==> src/common/smr_pkg.sv <==
// Purpose: Shared constants and types for the serial register access block
// Assumes: Byte-wide register bank reached over a two-wire management link
// Notes:   Link pins are sampled by the system clock
package smr_pkg;
    // ****************************************************
    // Link addressing
    // ****************************************************
    localparam logic [6:0] SMR_DEV_ADDR   = 7'h69;
    localparam logic [7:0] SMR_ADDR_WR    = 8'hd2;
    localparam logic [7:0] SMR_ADDR_RD    = 8'hd3;
    // ****************************************************
    // Register bank
    // ****************************************************
    localparam int         SMR_NREGS      = 32;
    localparam int         SMR_IDX_W      = 5;
    localparam logic [4:0] SMR_IDX_COUNT  = 5'h08;
    localparam logic [7:0] SMR_COUNT_RST  = 8'h09;
    localparam logic [7:0] SMR_REG_RST    = 8'h00;
    localparam int         SMR_SYNC_W     = 2;

    typedef struct packed {
        logic scl;
        logic sda;
    } smr_line_t;

    typedef struct packed {
        logic       we;
        logic [4:0] idx;
        logic [7:0] data;
    } smr_wr_t;
endpackage

==> src/hdl/smr_target.sv <==
// Purpose: Two-wire target giving indexed block access to a byte register bank
// Assumes: Host drives the serial clock; pins are sampled by clk at 40 MHz
// Notes:   Register contents are exported as a flat vector for other logic
//
// Operation
// - Write address byte d2 selects this device for writing.
// - Device acknowledges address, index and count bytes.
// - Data bytes go to consecutive registers from the index, each acknowledged.
// - Read address d3 is acknowledged, then device drives data.
// - First byte read back is the contents of register 8.
// - Then ascending register bytes from the index, until the host does not acknowledge.
`timescale 1ns/1ps
module smr_target
    import smr_pkg::*;
(
    // Clock and reset
    input  wire logic                  clk,
    input  wire logic                  rstn,
    input  wire logic                  ce,
    // Link pins
    input  wire logic                  scl_i,
    input  wire logic                  sda_i,
    output logic                       sda_o,
    output logic                       sda_oe,
    // Register contents and busy flag
    output logic [SMR_NREGS*8-1:0]     regs_q,
    output logic                       busy_q
);
    typedef enum logic [2:0] {ST_IDLE, ST_ADDR, ST_ACK, ST_RXB, ST_TXB, ST_TXACK} smr_state_t;
    typedef enum logic [1:0] {PH_INDEX, PH_COUNT, PH_DATA} smr_phase_t;

    smr_line_t  ln;
    logic       scl_p_q, sda_p_q;
    smr_state_t st_q, st_d;
    smr_phase_t ph_q, ph_d;
    logic [7:0] sh_q, sh_d;
    logic [3:0] bit_q, bit_d;
    logic [4:0] idx_q, idx_d;
    logic [7:0] cnt_q, cnt_d;
    logic       rd_q, rd_d;
    logic       first_q, first_d;
    logic       oe_q, oe_d;
    logic       ackd_q, ackd_d;
    smr_wr_t    wr;
    smr_line_t  pins;
    logic [7:0] bank [SMR_NREGS];

    assign pins = '{scl: scl_i, sda: sda_i};

    smr_sync u_sync
    (
        .clk  (clk),
        .rstn (rstn),
        .ce   (ce),
        .din  (pins),
        .dout (ln)
    );

    wire scl_rise = ln.scl && !scl_p_q;
    wire scl_fall = !ln.scl && scl_p_q;
    wire start_c  = ln.scl && scl_p_q && sda_p_q && !ln.sda;
    wire stop_c   = ln.scl && scl_p_q && !sda_p_q && ln.sda;
    wire [7:0] rxb = {sh_q[6:0], ln.sda};

    // ****************************************************
    // Protocol engine
    // ****************************************************
    always_comb
    begin
        st_d = st_q; ph_d = ph_q; sh_d = sh_q; bit_d = bit_q;
        idx_d = idx_q; cnt_d = cnt_q; rd_d = rd_q; first_d = first_q;
        oe_d = oe_q; ackd_d = ackd_q;
        wr = '{we: 1'b0, idx: idx_q, data: rxb};
        if (start_c)
        begin
            st_d = ST_ADDR; bit_d = 4'h0; oe_d = 1'b0;
        end
        else if (stop_c)
        begin
            st_d = ST_IDLE; oe_d = 1'b0;
        end
        else
        begin
            case (st_q)
                ST_ADDR, ST_RXB:
                begin
                    if (scl_rise)
                    begin
                        sh_d = rxb;
                        bit_d = bit_q + 4'h1;
                    end
                    if (scl_fall && bit_q == 4'h8)
                    begin
                        ackd_d = 1'b1;
                        st_d = ST_ACK;
                        oe_d = 1'b1;
                        if (st_q == ST_ADDR)
                        begin
                            rd_d = sh_q[0];
                            first_d = 1'b1;
                            if (sh_q == SMR_ADDR_WR)
                                ph_d = PH_INDEX;
                            else if (sh_q == SMR_ADDR_RD)
                                cnt_d = bank[SMR_IDX_COUNT];
                            else
                            begin
                                st_d = ST_IDLE; oe_d = 1'b0;
                            end
                        end
                        else if (ph_q == PH_INDEX)
                        begin
                            idx_d = sh_q[SMR_IDX_W-1:0]; ph_d = PH_COUNT;
                        end
                        else if (ph_q == PH_COUNT)
                            ph_d = PH_DATA;
                        else
                        begin
                            wr = '{we: 1'b1, idx: idx_q, data: sh_q};
                            idx_d = idx_q + 5'h01;
                        end
                    end
                end
                ST_ACK:
                begin
                    if (scl_fall)
                    begin
                        bit_d = 4'h0;
                        if (rd_q)
                        begin
                            st_d = ST_TXB; oe_d = 1'b1;
                            sh_d = cnt_q;
                            oe_d = !cnt_q[7];
                        end
                        else
                        begin
                            st_d = ST_RXB; oe_d = 1'b0;
                        end
                    end
                end
                ST_TXB:
                begin
                    if (scl_fall)
                    begin
                        bit_d = bit_q + 4'h1;
                        if (bit_q == 4'h7)
                        begin
                            st_d = ST_TXACK; oe_d = 1'b0;
                        end
                        else
                        begin
                            sh_d = {sh_q[6:0], 1'b0};
                            oe_d = !sh_q[6];
                        end
                    end
                end
                ST_TXACK:
                begin
                    if (scl_rise && ln.sda)
                        st_d = ST_IDLE;
                    else if (scl_fall)
                    begin
                        bit_d = 4'h0;
                        st_d = ST_TXB;
                        sh_d = first_q ? bank[idx_q] : bank[idx_q + 5'h01];
                        if (!first_q)
                            idx_d = idx_q + 5'h01;
                        first_d = 1'b0;
                        oe_d = first_q ? !bank[idx_q][7] : !bank[idx_q + 5'h01][7];
                    end
                end
                default:
                begin
                    oe_d = 1'b0;
                end
            endcase
        end
    end

    always_ff @(posedge clk or negedge rstn)
    begin
        if (!rstn)
        begin
            st_q <= ST_IDLE; ph_q <= PH_INDEX; sh_q <= 8'h00; bit_q <= 4'h0;
            idx_q <= 5'h00; cnt_q <= 8'h00; rd_q <= 1'b0; first_q <= 1'b0;
            oe_q <= 1'b0; ackd_q <= 1'b0; scl_p_q <= 1'b1; sda_p_q <= 1'b1;
        end
        else if (ce)
        begin
            st_q <= st_d; ph_q <= ph_d; sh_q <= sh_d; bit_q <= bit_d;
            idx_q <= idx_d; cnt_q <= cnt_d; rd_q <= rd_d; first_q <= first_d;
            oe_q <= oe_d; ackd_q <= ackd_d; scl_p_q <= ln.scl; sda_p_q <= ln.sda;
        end
    end

    // ****************************************************
    // Register bank
    // ****************************************************
    genvar gi;
    generate
        for (gi = 0; gi < SMR_NREGS; gi++)
        begin : g_reg
            logic [7:0] r_q, r_d;
            always_comb
            begin
                r_d = r_q;
                if (wr.we && wr.idx == SMR_IDX_W'(gi))
                    r_d = wr.data;
            end
            always_ff @(posedge clk or negedge rstn)
            begin
                if (!rstn)
                    r_q <= (gi == int'(SMR_IDX_COUNT)) ? SMR_COUNT_RST : SMR_REG_RST;
                else if (ce)
                    r_q <= r_d;
            end
            assign bank[gi] = r_q;
            assign regs_q[gi*8 +: 8] = r_q;
        end
    endgenerate

    // Outputs: data only ever pulled low
    assign sda_o  = 1'b0;
    assign sda_oe = oe_q;
    always_ff @(posedge clk or negedge rstn)
    begin
        if (!rstn)
            busy_q <= 1'b0;
        else if (ce)
            busy_q <= (st_d != ST_IDLE);
    end

    // ****************************************************
    // Checks
    // ****************************************************
    a_stop_idle: assert property (@(posedge clk) disable iff (!rstn)
        ce && stop_c |=> st_q == ST_IDLE && !oe_q) else $error("no idle after stop");
    a_ack_drive: assert property (@(posedge clk) disable iff (!rstn)
        ce && st_q != ST_ACK && st_d == ST_ACK |=> oe_q) else $error("ack not driven");
    a_wr_incr: assert property (@(posedge clk) disable iff (!rstn)
        ce && wr.we |=> idx_q == $past(idx_q) + 5'h01) else $error("index not advanced");
    a_wr_store: assert property (@(posedge clk) disable iff (!rstn)
        ce && wr.we |=> bank[$past(wr.idx)] == $past(wr.data)) else $error("byte not stored");
    a_rd_count: assert property (@(posedge clk) disable iff (!rstn)
        ce && st_q == ST_ACK && rd_q && scl_fall |=> sh_q == $past(cnt_q)) else $error("count not first");
    a_cnt_load: assert property (@(posedge clk) disable iff (!rstn)
        ce && st_q == ST_ADDR && scl_fall && bit_q == 4'h8 && sh_q == SMR_ADDR_RD
        |=> cnt_q == $past(bank[SMR_IDX_COUNT])) else $error("count not from reg 8");
    a_addr_wr: assert property (@(posedge clk) disable iff (!rstn)
        ce && !start_c && !stop_c && st_q == ST_ADDR && scl_fall && bit_q == 4'h8
        && sh_q != SMR_ADDR_WR && sh_q != SMR_ADDR_RD |=> !oe_q) else $error("foreign ack");
    a_nack_idle: assert property (@(posedge clk) disable iff (!rstn)
        ce && !start_c && !stop_c && st_q == ST_TXACK && scl_rise && ln.sda
        |=> st_q == ST_IDLE) else $error("nack not honoured");
    c_write: cover property (@(posedge clk) disable iff (!rstn) wr.we);
    c_read: cover property (@(posedge clk) disable iff (!rstn) st_q == ST_TXB);
    c_nack: cover property (@(posedge clk) disable iff (!rstn) st_q == ST_TXACK && scl_rise && ln.sda);
endmodule

==> src/hdl/smr_sync.sv <==
// Purpose: Two-flop synchroniser for the link lines
// Assumes: Inputs are asynchronous to clk
// Notes:   First stage feeds only the second stage
`timescale 1ns/1ps
module smr_sync
    import smr_pkg::*;
(
    // Clock and reset
    input  wire logic      clk,
    input  wire logic      rstn,
    input  wire logic      ce,
    // Lines
    input  wire smr_line_t din,
    output smr_line_t      dout
);
    smr_line_t s1_q;
    smr_line_t s2_q;

    always_ff @(posedge clk or negedge rstn)
    begin
        if (!rstn)
        begin
            s1_q <= '{scl: 1'b1, sda: 1'b1};
            s2_q <= '{scl: 1'b1, sda: 1'b1};
        end
        else if (ce)
        begin
            s1_q <= din;
            s2_q <= s1_q;
        end
    end

    assign dout = s2_q;
endmodule

==> config.mk <==
export PLATFORM = sky130hd
export DESIGN_NAME = smr_target
export DESIGN_NICKNAME = d
export VERILOG_FILES = /design/src/common/smr_pkg.sv /design/src/hdl/smr_target.sv /design/src/hdl/smr_sync.sv
export SDC_FILE = /design/constraint.sdc
export NUM_CORES = 1
export LEC_CHECK = 0
export BUFFER_PORTS_ARGS = -buffer_cell sky130_fd_sc_hd__buf_2
export CORE_MARGIN = 2
export CORE_UTILIZATION = 55
export CTS_BUF_LIST = sky130_fd_sc_hd__clkbuf_16
export CTS_CLUSTER_DIAMETER = 120
export DETAILED_ROUTE_END_ITERATION = 8
export PLACE_DENSITY_LB_ADDON = 0.12
export SYNTH_ARGS = -nofsm -noshare
export SYNTH_HDL_FRONTEND = slang
export SYNTH_HIERARCHICAL = 1
export SYNTH_SLANG_ARGS = --single-unit
==> constraint.sdc <==
create_clock -name clk -period 4.3 [get_ports clk]
set_clock_uncertainty 0.2 [all_clocks]
set_input_delay 1.075 -clock clk [delete_from_list [all_inputs] [get_ports clk]]
set_output_delay 1.075 -clock clk [all_outputs]
set_load 0.1 [all_outputs]
# Word-level counts from Yosys, hierarchy flattened
# Cells that the tools add are included.
# totals
mem_count	0
ram_bits	0
romBits	0
input_bits	5
out_inout_bits	259
word_cells	290
reg_bits	296
latchBits	0
# op_classes
n_reduce_logical	97
n_eq_ne	63
n_div	0
n_lt_le_gt_ge	2
addsub	2
n_shift	0
multipliers	0
n_mux	73
bitwise	5
# ops
operator	count
two-way mux 14 bit	7
two-way mux 8 bit	12
binary-select mux 8 bit (select 5 bit)	2
equality test 5 bit (second input constant)	16
AND reduction 2 bit	32
logical AND 1 bit	41
equality test 5 x 4 -> 1 bit (second input constant)	8
two-way mux 5 bit	7
one-hot mux 8 bit (4 select lines)	1
two-way mux 3 bit	9
two-way mux 4 bit	6
!= test 2 bit (second input constant)	12
equality test 5 x 3 -> 1 bit (second input constant)	4
!= test 4 bit (second input constant)	5
AND reduction 6 bit	3
two-way mux 1 bit	17
equality test 8 bit (second input constant)	2
one-hot mux 4 bit (4 select lines)	1
AND reduction 8 bit	2
two-way mux 2 bit	7
greater-or-equal comparator 6 bit (second input constant)	2
!= test 3 bit (second input constant)	4
inverter 5 -> 6 bit	2
one-hot mux 3 bit (4 select lines)	1
other kinds (26)	39

# Depth between registers and ports, before layout
# Gate-level depths: netlist (run 1).
# depth
depth_word	12
ltp_mapped	14
depth_no_buf	8

# By module
# The synthesis (run 1) kept the hierarchy.
# modules_own_cells
module	seq_area_each_um2	instances	cells_each	area_per_inst_um2
smr_target	7312.0	1	1467	15870.2
smr_sync	105.1	1	8	150.1

# Worst setup path after synthesis (run 1)
# Ideal clock, no wire load.
# synth_timing
kind	flip-flop to flip-flop
startpoint	register idx_q[0]
endpoint	register sh_q[3]
required_time_ns	3.970
arrival_ns	3.335
n_path_buf	6
setup_ns	0.130
synth_period_minus_slack_ns	3.664
path_stages_with_launch	14
setup_slack_ns	0.636
cell_sequence	dfrtp_1 -> buf_6 -> buf_6 -> buf_4 -> inv_1 -> buf_2 -> ha_1 -> buf_2 -> buf_1 -> mux4_2 -> mux4_2 -> mux2_2 -> nand3_1 -> nand3_1
# synth_between
elab_chain_cells	9
elab_cells_between_ends	13
classes_between	add/sub (1); mux (10); bitwise (2)
# synth_lines
element	line_no	rtl
start: declaration	smr_target.sv:38	logic [4:0] idx_q, idx_d;
start signal: assignment	smr_target.sv:190	idx_q <= idx_d; cnt_q <= cnt_d; rd_q <= rd_d; first_q <= first_d;
adder 5 x 1 -> 5 bit	smr_target.sv:164	sh_d = first_q ? bank[idx_q] : bank[idx_q + 5'h01];
inverter 5 -> 6 bit (implied by the code)	smr_target.sv:164	
binary-select mux 8 bit (select 5 bit)	smr_target.sv:164	
two-way mux 8 bit (implied by the code) (2 in series)	smr_target.sv:164	
two-way mux 8 bit *	smr_target.sv:164	
two-way mux 8 bit *	smr_target.sv:160	else if (scl_fall)
two-way mux 8 bit *	smr_target.sv:158	if (scl_rise && ln.sda)
one-hot mux 8 bit (4 select lines) *	smr_target.sv:84	case (st_q)
end signal: assignment	smr_target.sv:183	st_q <= ST_IDLE; ph_q <= PH_INDEX; sh_q <= 8'h00; bit_q <= 4'h0;
end signal: assignment	smr_target.sv:189	st_q <= st_d; ph_q <= ph_d; sh_q <= sh_d; bit_q <= bit_d;
end: declaration	smr_target.sv:36	logic [7:0] sh_q, sh_d;
# Mark *: on every way between the ends. The rest lies on a longest branch, timed or not. The select of a mux whose other input is x is not followed.
# A chain may end at the register's enable or synchronous reset.

# Worst setup path after layout (run 1)
# layout_timing
startpoint	register idx_q[0]
endpoint	register sh_q[0]
# The elaborated chain is that of the path after synthesis.

==> run metrics, run 1 <==
Post-synth EDFFs=0; Crit. End Element=flip-flop; Yosys warnings=6; max-slew violations=0; Yosys top cell area share=45.0%; Die W=175 microns; vias in the first global route=12844; area delta synth->final=17.0%; register-to-register setup slack=0.83 ns; initial core utilization=55.8%; Post-CTS Setup Bufs=0; WL final=54.1 mm; top-count cell post-synth=dfrtp_1; CTS resizes=0; RR Startpoint=idx_q[0]; Die ar.=0.0305 sq mm; Post-DRT Antenna Nets=0; worst hold start=g_reg[8].r_q[3]; status=complete, no violations; worst setup path endpoint=sh_q[0]; largest cells by area after synthesis=dfrtp_1 (45%), mux4_2 (19%), o21ai_0 (5.1%); Top-Level Pins=264; Worst Setup SP=idx_q[0]; worst skew pair latency=0.53 ns; post-route cell area=0.0188 sq mm; Max Clock Freq=288 MHz; commonest cells in the netlist=dfrtp_1 (288), nand2_1 (177), o21ai_0 (164); Port Buffers=262; TNS Setup=0 ns; Fill cells=2269; post-synthesis sequential area ratio=46.3%; share of cells above drive strength 1=32.3%; final setup violation count=0; Final Net Count=1680; CTS buffer count=35; cts hold-fix bufs=0; worst-margin pin slew=1.19 ns; Synth area leader=dfrtp_1; syn_nets=1488; Critical Path RT=4.49 ns; Core Region=0.0287 sq mm; Pleak=0.00889 uW; RR Endpoint=sh_q[0]; Root Buffer=clkbuf_16; Period minus WS final=3.47 ns; Synth Instances=1475; #FFs+latches synth=296; Avg WL per Cell=26.0 microns; worst slack at placement=0.795 ns; Rows=62; worst min path class=flip-flop to flip-flop; via count=13698; syn_area_per_cell=10.9 sq um; mapped cell area=0.0160 sq mm; Final Worst Setup Slack=0.828 ns; global placement routability congestion=0.984; Async S/R FF share, synth=100%; Pre-antenna DRT Iters=5; first-pass GRT wire length=82.1 mm; Sink Count=296; Max clock buf depth=3; initial antenna violation count=3; DP HPWL=38.5 mm; max-capacitance violation count=0; largest net degree at the start of global routing=91; utilization after layout=65.3%; R2R cell count=8; Yosys cell types=62; Via-to-Cell Ratio=6.59; global route overflow=0; WHS Path Cells=2; Most used DFF post-synth=dfrtp_1; critical path type=flip-flop to flip-flop; Die H=175 microns; Clock H-tree levels=2; crit share post-route=80.7%; PD cells=443 mW/mm^2; placement-stage cell area=0.0176 sq mm; crit path max fanout=32; CTS tree=yes; # DRC=0; Rel. slew slack=20.2%; CP startpoint kind=flip-flop; initial drt markers=1695; Max VDD drop=0.249 mV; Worst EP arrival=3.66 ns; gr usage total=35.6%; Hold Vio Cnt, Final=0; unrepaired setup endpoints after global routing=no; Clock transition at path regs=0.06 ns
power by group:
part	switching (uW)	internal (uW)	total [uW]	leakage (uW)
Sequential	224	2880	3100	0.00407
Clock	1240	1740	2980	0.000564
Combinational	1430	796	2220	0.00425
placed cells by master (no fill, tap or decap), types with 10 or more instances in the layout:
| cell type | count |
|---|---|
| buf_2 | 261 |
| mux2i_1 | 32 |
| mux4_2 | 133 |
| dfrtp_1 | 286 |
| inv_1 | 14 |
| mux2_2 | 31 |
| nor2_1 | 144 |
| nand2_1 | 177 |
| nand3_1 | 31 |
| o21ai_0 | 164 |
| a31oi_1 | 10 |
| a21oi_1 | 142 |
| nand2b_1 | 11 |
| and3_1 | 18 |
| nor2b_1 | 15 |
| clkbuf_16 | 35 |
| buf_4 | 28 |
through the flow:
| stage | cells | power [uW] | hold slack [ns] |
|---|---|---|---|
| after floorplan | 1475 | 4560 | 0.272 |
| after global placement | 2014 | 5300 | 0.296 |
| after detailed placement | 2014 | 5330 | 0.301 |
| after CTS | 2078 | 8270 | 0.310 |
| after global routing | 2079 | 8570 | 0.323 |
| final | 2079 | 8300 | 0.308 |
how the worst min path moves through the flow:
stage | to | slack (ns)
after floorplan | bit_q[3] | 0.27
after global placement | g_reg[8].r_q[3] | 0.30
after detailed placement | g_reg[8].r_q[3] | 0.30
after CTS | g_reg[8].r_q[3] | 0.31
after global routing | g_reg[8].r_q[3] | 0.32
final | g_reg[8].r_q[3] | 0.31
cells by family (layout without fill, tap and decap cells):
kind of cell / Yosys count / count (layout) / share of synthesized area [%]
and+or+nand+nor: 426 / 426 / 11.6
AOI/OAI and AO/OA: 385 / 385 / 13.4
DFF: 296 / 296 / 46.3
muxes: 204 / 204 / 23.4
buffers and inverters: 152 / 371 / 4.48
adders and majority gates: 8 / 8 / 0.625
xor gates and xnor gates: 3 / 3 / 0.281
other: 1 / 2 / 0.0234
flip-flops by register name (all words and copies together), names as in the netlist, 2 cells and up:
| signal | count |
|---|---|
| st_q | 3 |
| ph_q | 2 |
| u_sync/dout | 2 |
| idx_q | 5 |
| sh_q | 8 |
| bit_q | 4 |
| u_sync/s1_q | 2 |
| g.r_q | 256 |
| cnt_q | 8 |
cell type report:
class | count | area (sq um) | area share, %
inverters | 10 | 37.5 | 0.200
diodes | 1 | 2.50 | 0.0133
clock inverters | 29 | 260 | 1.39
clock buffers | 35 | 876 | 4.67
flip-flops and latches | 296 | 7420 | 39.6
multi-input cells | 1027 | 8000 | 42.7
repair buffers | 297 | 1670 | 8.91
well taps | 384 | 480 | 2.56
routing by layer:
metal	vias to the layer above	part of all wire, %	wire, microns	global-route usage [%]
met4	2	3.7	2030	12.2
li1	5776	-	-	-
met5	-	0.024	13	0
met2	871	45	24400	51.9
met1	6922	40	21600	52.5
met3	127	11	5980	8.94
worst max-delay path, stage by stage, from the launching register on:
cell	delay, ns
dfrtp_4	0.67
inv_1	0.16
ha_4	0.65
buf_4	0.37
mux4_2	0.38
mux4_2	0.47
mux2_2	0.27
nand2_1	0.06
a31oi_1	0.07
(Power assumes the default switching activity.)
==> run 2, diff against run 1 <==
Settings changed: ABC_AREA set to 1.
Clock period 4.3 ns to 3.2 ns, I/O delays scaled along.
==> run 2 against run 1 <==
Largest cell class unchanged. Critical path depth is 3 higher. Utilization is 1.4 points lower. Count of clock-buffer cells in the layout is 2 higher. Critical endpoint is now sda_oe. First-iteration DRC count is 25% higher. Synthesized cell count is 73% higher. Fmax is 20% higher. Register-to-register slack worse by 0.51 ns. Clock power is 32% higher. Via count is 35% higher. Flip-flop and latch count stayed put. Sequential share of layout area is 3.6 points lower.
==> run metrics, run 2 <==
status=complete, no violations; commonest non-fill, non-tap cell in the layout=nand2_1; Post-CTS Setup Bufs=0 (unchanged); Sink Count=296 (unchanged); share of cells above drive strength 1=15.5% (-17 points); post-synthesis sequential area ratio=41.4% (-4.9 points); Period minus WS final=2.88 ns (-0.588 ns); Worst Setup SP=idx_q[1]; Max VDD drop=0.984 mV (+290%); Max clock buf depth=3 (unchanged); Via-to-Cell Ratio=5.75 (-13%); worst min path class=input pin to asynchronous set/reset pin; initial antenna violation count=0 (-3); # DRC=0 (unchanged); largest cells by area after synthesis=dfrtp_1 (40%), nand2_1 (11%), a21oi_1 (8.2%); PD cells=839 mW/mm^2 (+90%); global route overflow=0 (unchanged); R2R cell count=11 (+3); Synth area leader=dfrtp_1; Yosys warnings=6 (unchanged); Top-Level Pins=264 (unchanged); #FFs+latches synth=296 (unchanged); CP startpoint kind=flip-flop; first-pass GRT wire length=98.8 mm (+20%); vias in the first global route=16680 (+30%); antenna fix cells=0 (-1); crit share post-route=90.1% (+9.4 points); Die H=184 microns (+5.6%); worst skew pair latency=0.52 ns (about the same); mapped cell area=0.0179 sq mm (+12%); Clock H-tree levels=2 (unchanged); CTS resizes=0 (unchanged); global placement routability congestion=1.02 (+3.8%); total power=17300 uW (+110%); max-capacitance violation count=0 (unchanged); max reg flops=256 (unchanged); Post-DRT Antenna Nets=0 (unchanged); via count=18465 (+35%); Pleak=0.0125 uW (+41%); gr usage total=38.1% (+2.5 points); CTS buffer count=35 (unchanged); Yosys cell types=43 (-31%); TNS Setup=0 ns (unchanged); worst-margin pin slew=0.727 ns (-0.463 ns); WL final=65.1 mm (+20%); unrepaired setup endpoints after global routing=no; Async S/R FF share, synth=100% (unchanged); Yosys top cell area share=40.3% (-4.7 points); Port Buffers=262 (unchanged); syn_area_per_cell=7.01 sq um (-35%); Core Region=0.0323 sq mm (+12%); Max Clock Freq=347 MHz (+20%); initial drt markers=2116 (+25%); Most used DFF post-synth=dfrtp_1; Rows=66 (+6.5%); Pre-antenna DRT Iters=7 (+2); Hold Vio Cnt, Final=0 (unchanged); cts hold-fix bufs=0 (unchanged); final setup violation count=0 (unchanged); Avg WL per Cell=20.3 microns (-22%); Critical Path RT=3.46 ns (-1.03 ns); Reg with most FFs=g.r_q; Clock transition at path regs=0.06 ns (about the same); CTS tree=yes; crit path max fanout=44 (+38%); top-count cell post-synth=nand2_1; Final Net Count=2757 (+64%); Worst EP arrival=3.14 ns (-0.52 ns); Rel. slew slack=51.5% (+31 points); utilization after layout=63.9% (-1.4 points); max-slew violations=0 (unchanged); Die W=184 microns (+5.6%); commonest cells in the netlist=nand2_1 (501), inv_1 (391), nor2_1 (318); RR Endpoint=sda_oe; RR Startpoint=idx_q[1]; initial core utilization=55.4% (-0.37 points); syn_nets=2567 (+73%); worst setup path endpoint=sda_oe; largest net degree at the start of global routing=194 (+110%); Crit. End Element=flip-flop; Post-synth EDFFs=0 (unchanged); Root Buffer=clkbuf_16; Top Registers=g.r_q x256, cnt_q x8, sh_q x8; commonest cells after routing, fill and taps aside=nand2_1 (501), inv_1 (392), nor2_1 (318); register-to-register setup slack=0.32 ns (-0.51 ns); DP HPWL=46.0 mm (+19%); Die ar.=0.0340 sq mm (+11%); Synth Instances=2554 (+73%); area delta synth->final=15.2%; critical path type=flip-flop to flip-flop
[run 2: changes by cell type after synthesis, moves of 31 or more]
cell	delta
mux4_2	-133
inv_1	+382
a21oi_1	+152
mux2i_1	-40
nand3_1	+170
mux2_2	-31
nand2_1	+324
o211ai_1	+122
nor2_1	+174
[run 2: how the worst min path moves through the flow]
stage / to / depth (start not counted) / slack [ns]
2_1_floorplan: u_sync/dout[1] / 2 / 0.24
3_3_place_gp: u_sync/dout[1] / 2 / 0.25
3_5_place_dp: u_sync/s1_q[1] / 2 / 0.25
4_1_cts: g_reg[20].r_q[7] / 1 / 0.09
5_1_grt: g_reg[13].r_q[3] / 1 / 0.12
6_report: g_reg[22].r_q[5] / 1 / 0.08
[run 2: kinds of logic after synthesis]
group           Yosys count  share of synthesized area (%)
flops                   296                           41.4
xor+xnor                  1                         0.0489
fa+ha+maj                 8                          0.559
simple gates           1063                           25.2
buf+inv                 569                           13.4
compound gates          616                           19.4
other cells               1                         0.0209
[run 2: area by class of cell]
cell class              instances  area, sq um
well taps                     442          553
multi-input cells            1689         8140
repair buffers                319         1870
inverters                     403         1520
flip-flops and latches        296         7420
clock inverters                24          194
fillers                      2938        11700
clock buffers                  37          926
[run 2: critical path, stage by stage (launching register included)]
cell and delay, ns:
dfrtp_2 0.40, buf_4 0.52, nand3_1 0.17, xor2_1 0.48
inv_2 0.29, nand3_1 0.16, nand3_1 0.10, nand3_1 0.11
nand3_1 0.10, nand2_1 0.14, nand2_1 0.08, nand2_1 0.06
[run 2: layer usage]
metal / track usage (%) / part of all wire [%]
met5: 0 / 0
met4: 20.1 / 5.6
met3: 6.24 / 9.1
met2: 57.7 / 44
met1: 52.7 / 41
[run 2: stage by stage]
step | instance area (sq um) | std cells | hold WS, ns | setup slack, ns
final | 20600 | 3210 | 0.0763 | 0.316
after detailed placement | 19500 | 3149 | 0.255 | 0.437
after floorplan | 17900 | 2554 | 0.239 | 0.162
after global placement | 19500 | 3149 | 0.251 | 0.450
after global routing | 20600 | 3210 | 0.123 | 0.245
after CTS | 20600 | 3210 | 0.0944 | 0.420
[run 2: report_power, final]
| group | switching, uW | internal [uW] | total (uW) | leakage [uW] |
|---|---|---|---|---|
| logic | 6710 | 2510 | 9220 | 0.00787 |
| clock network | 1610 | 2330 | 3940 | 0.000561 |
| registers | 240 | 3910 | 4150 | 0.00406 |
| total | 8560 | 8750 | 17300 | 0.0125 |
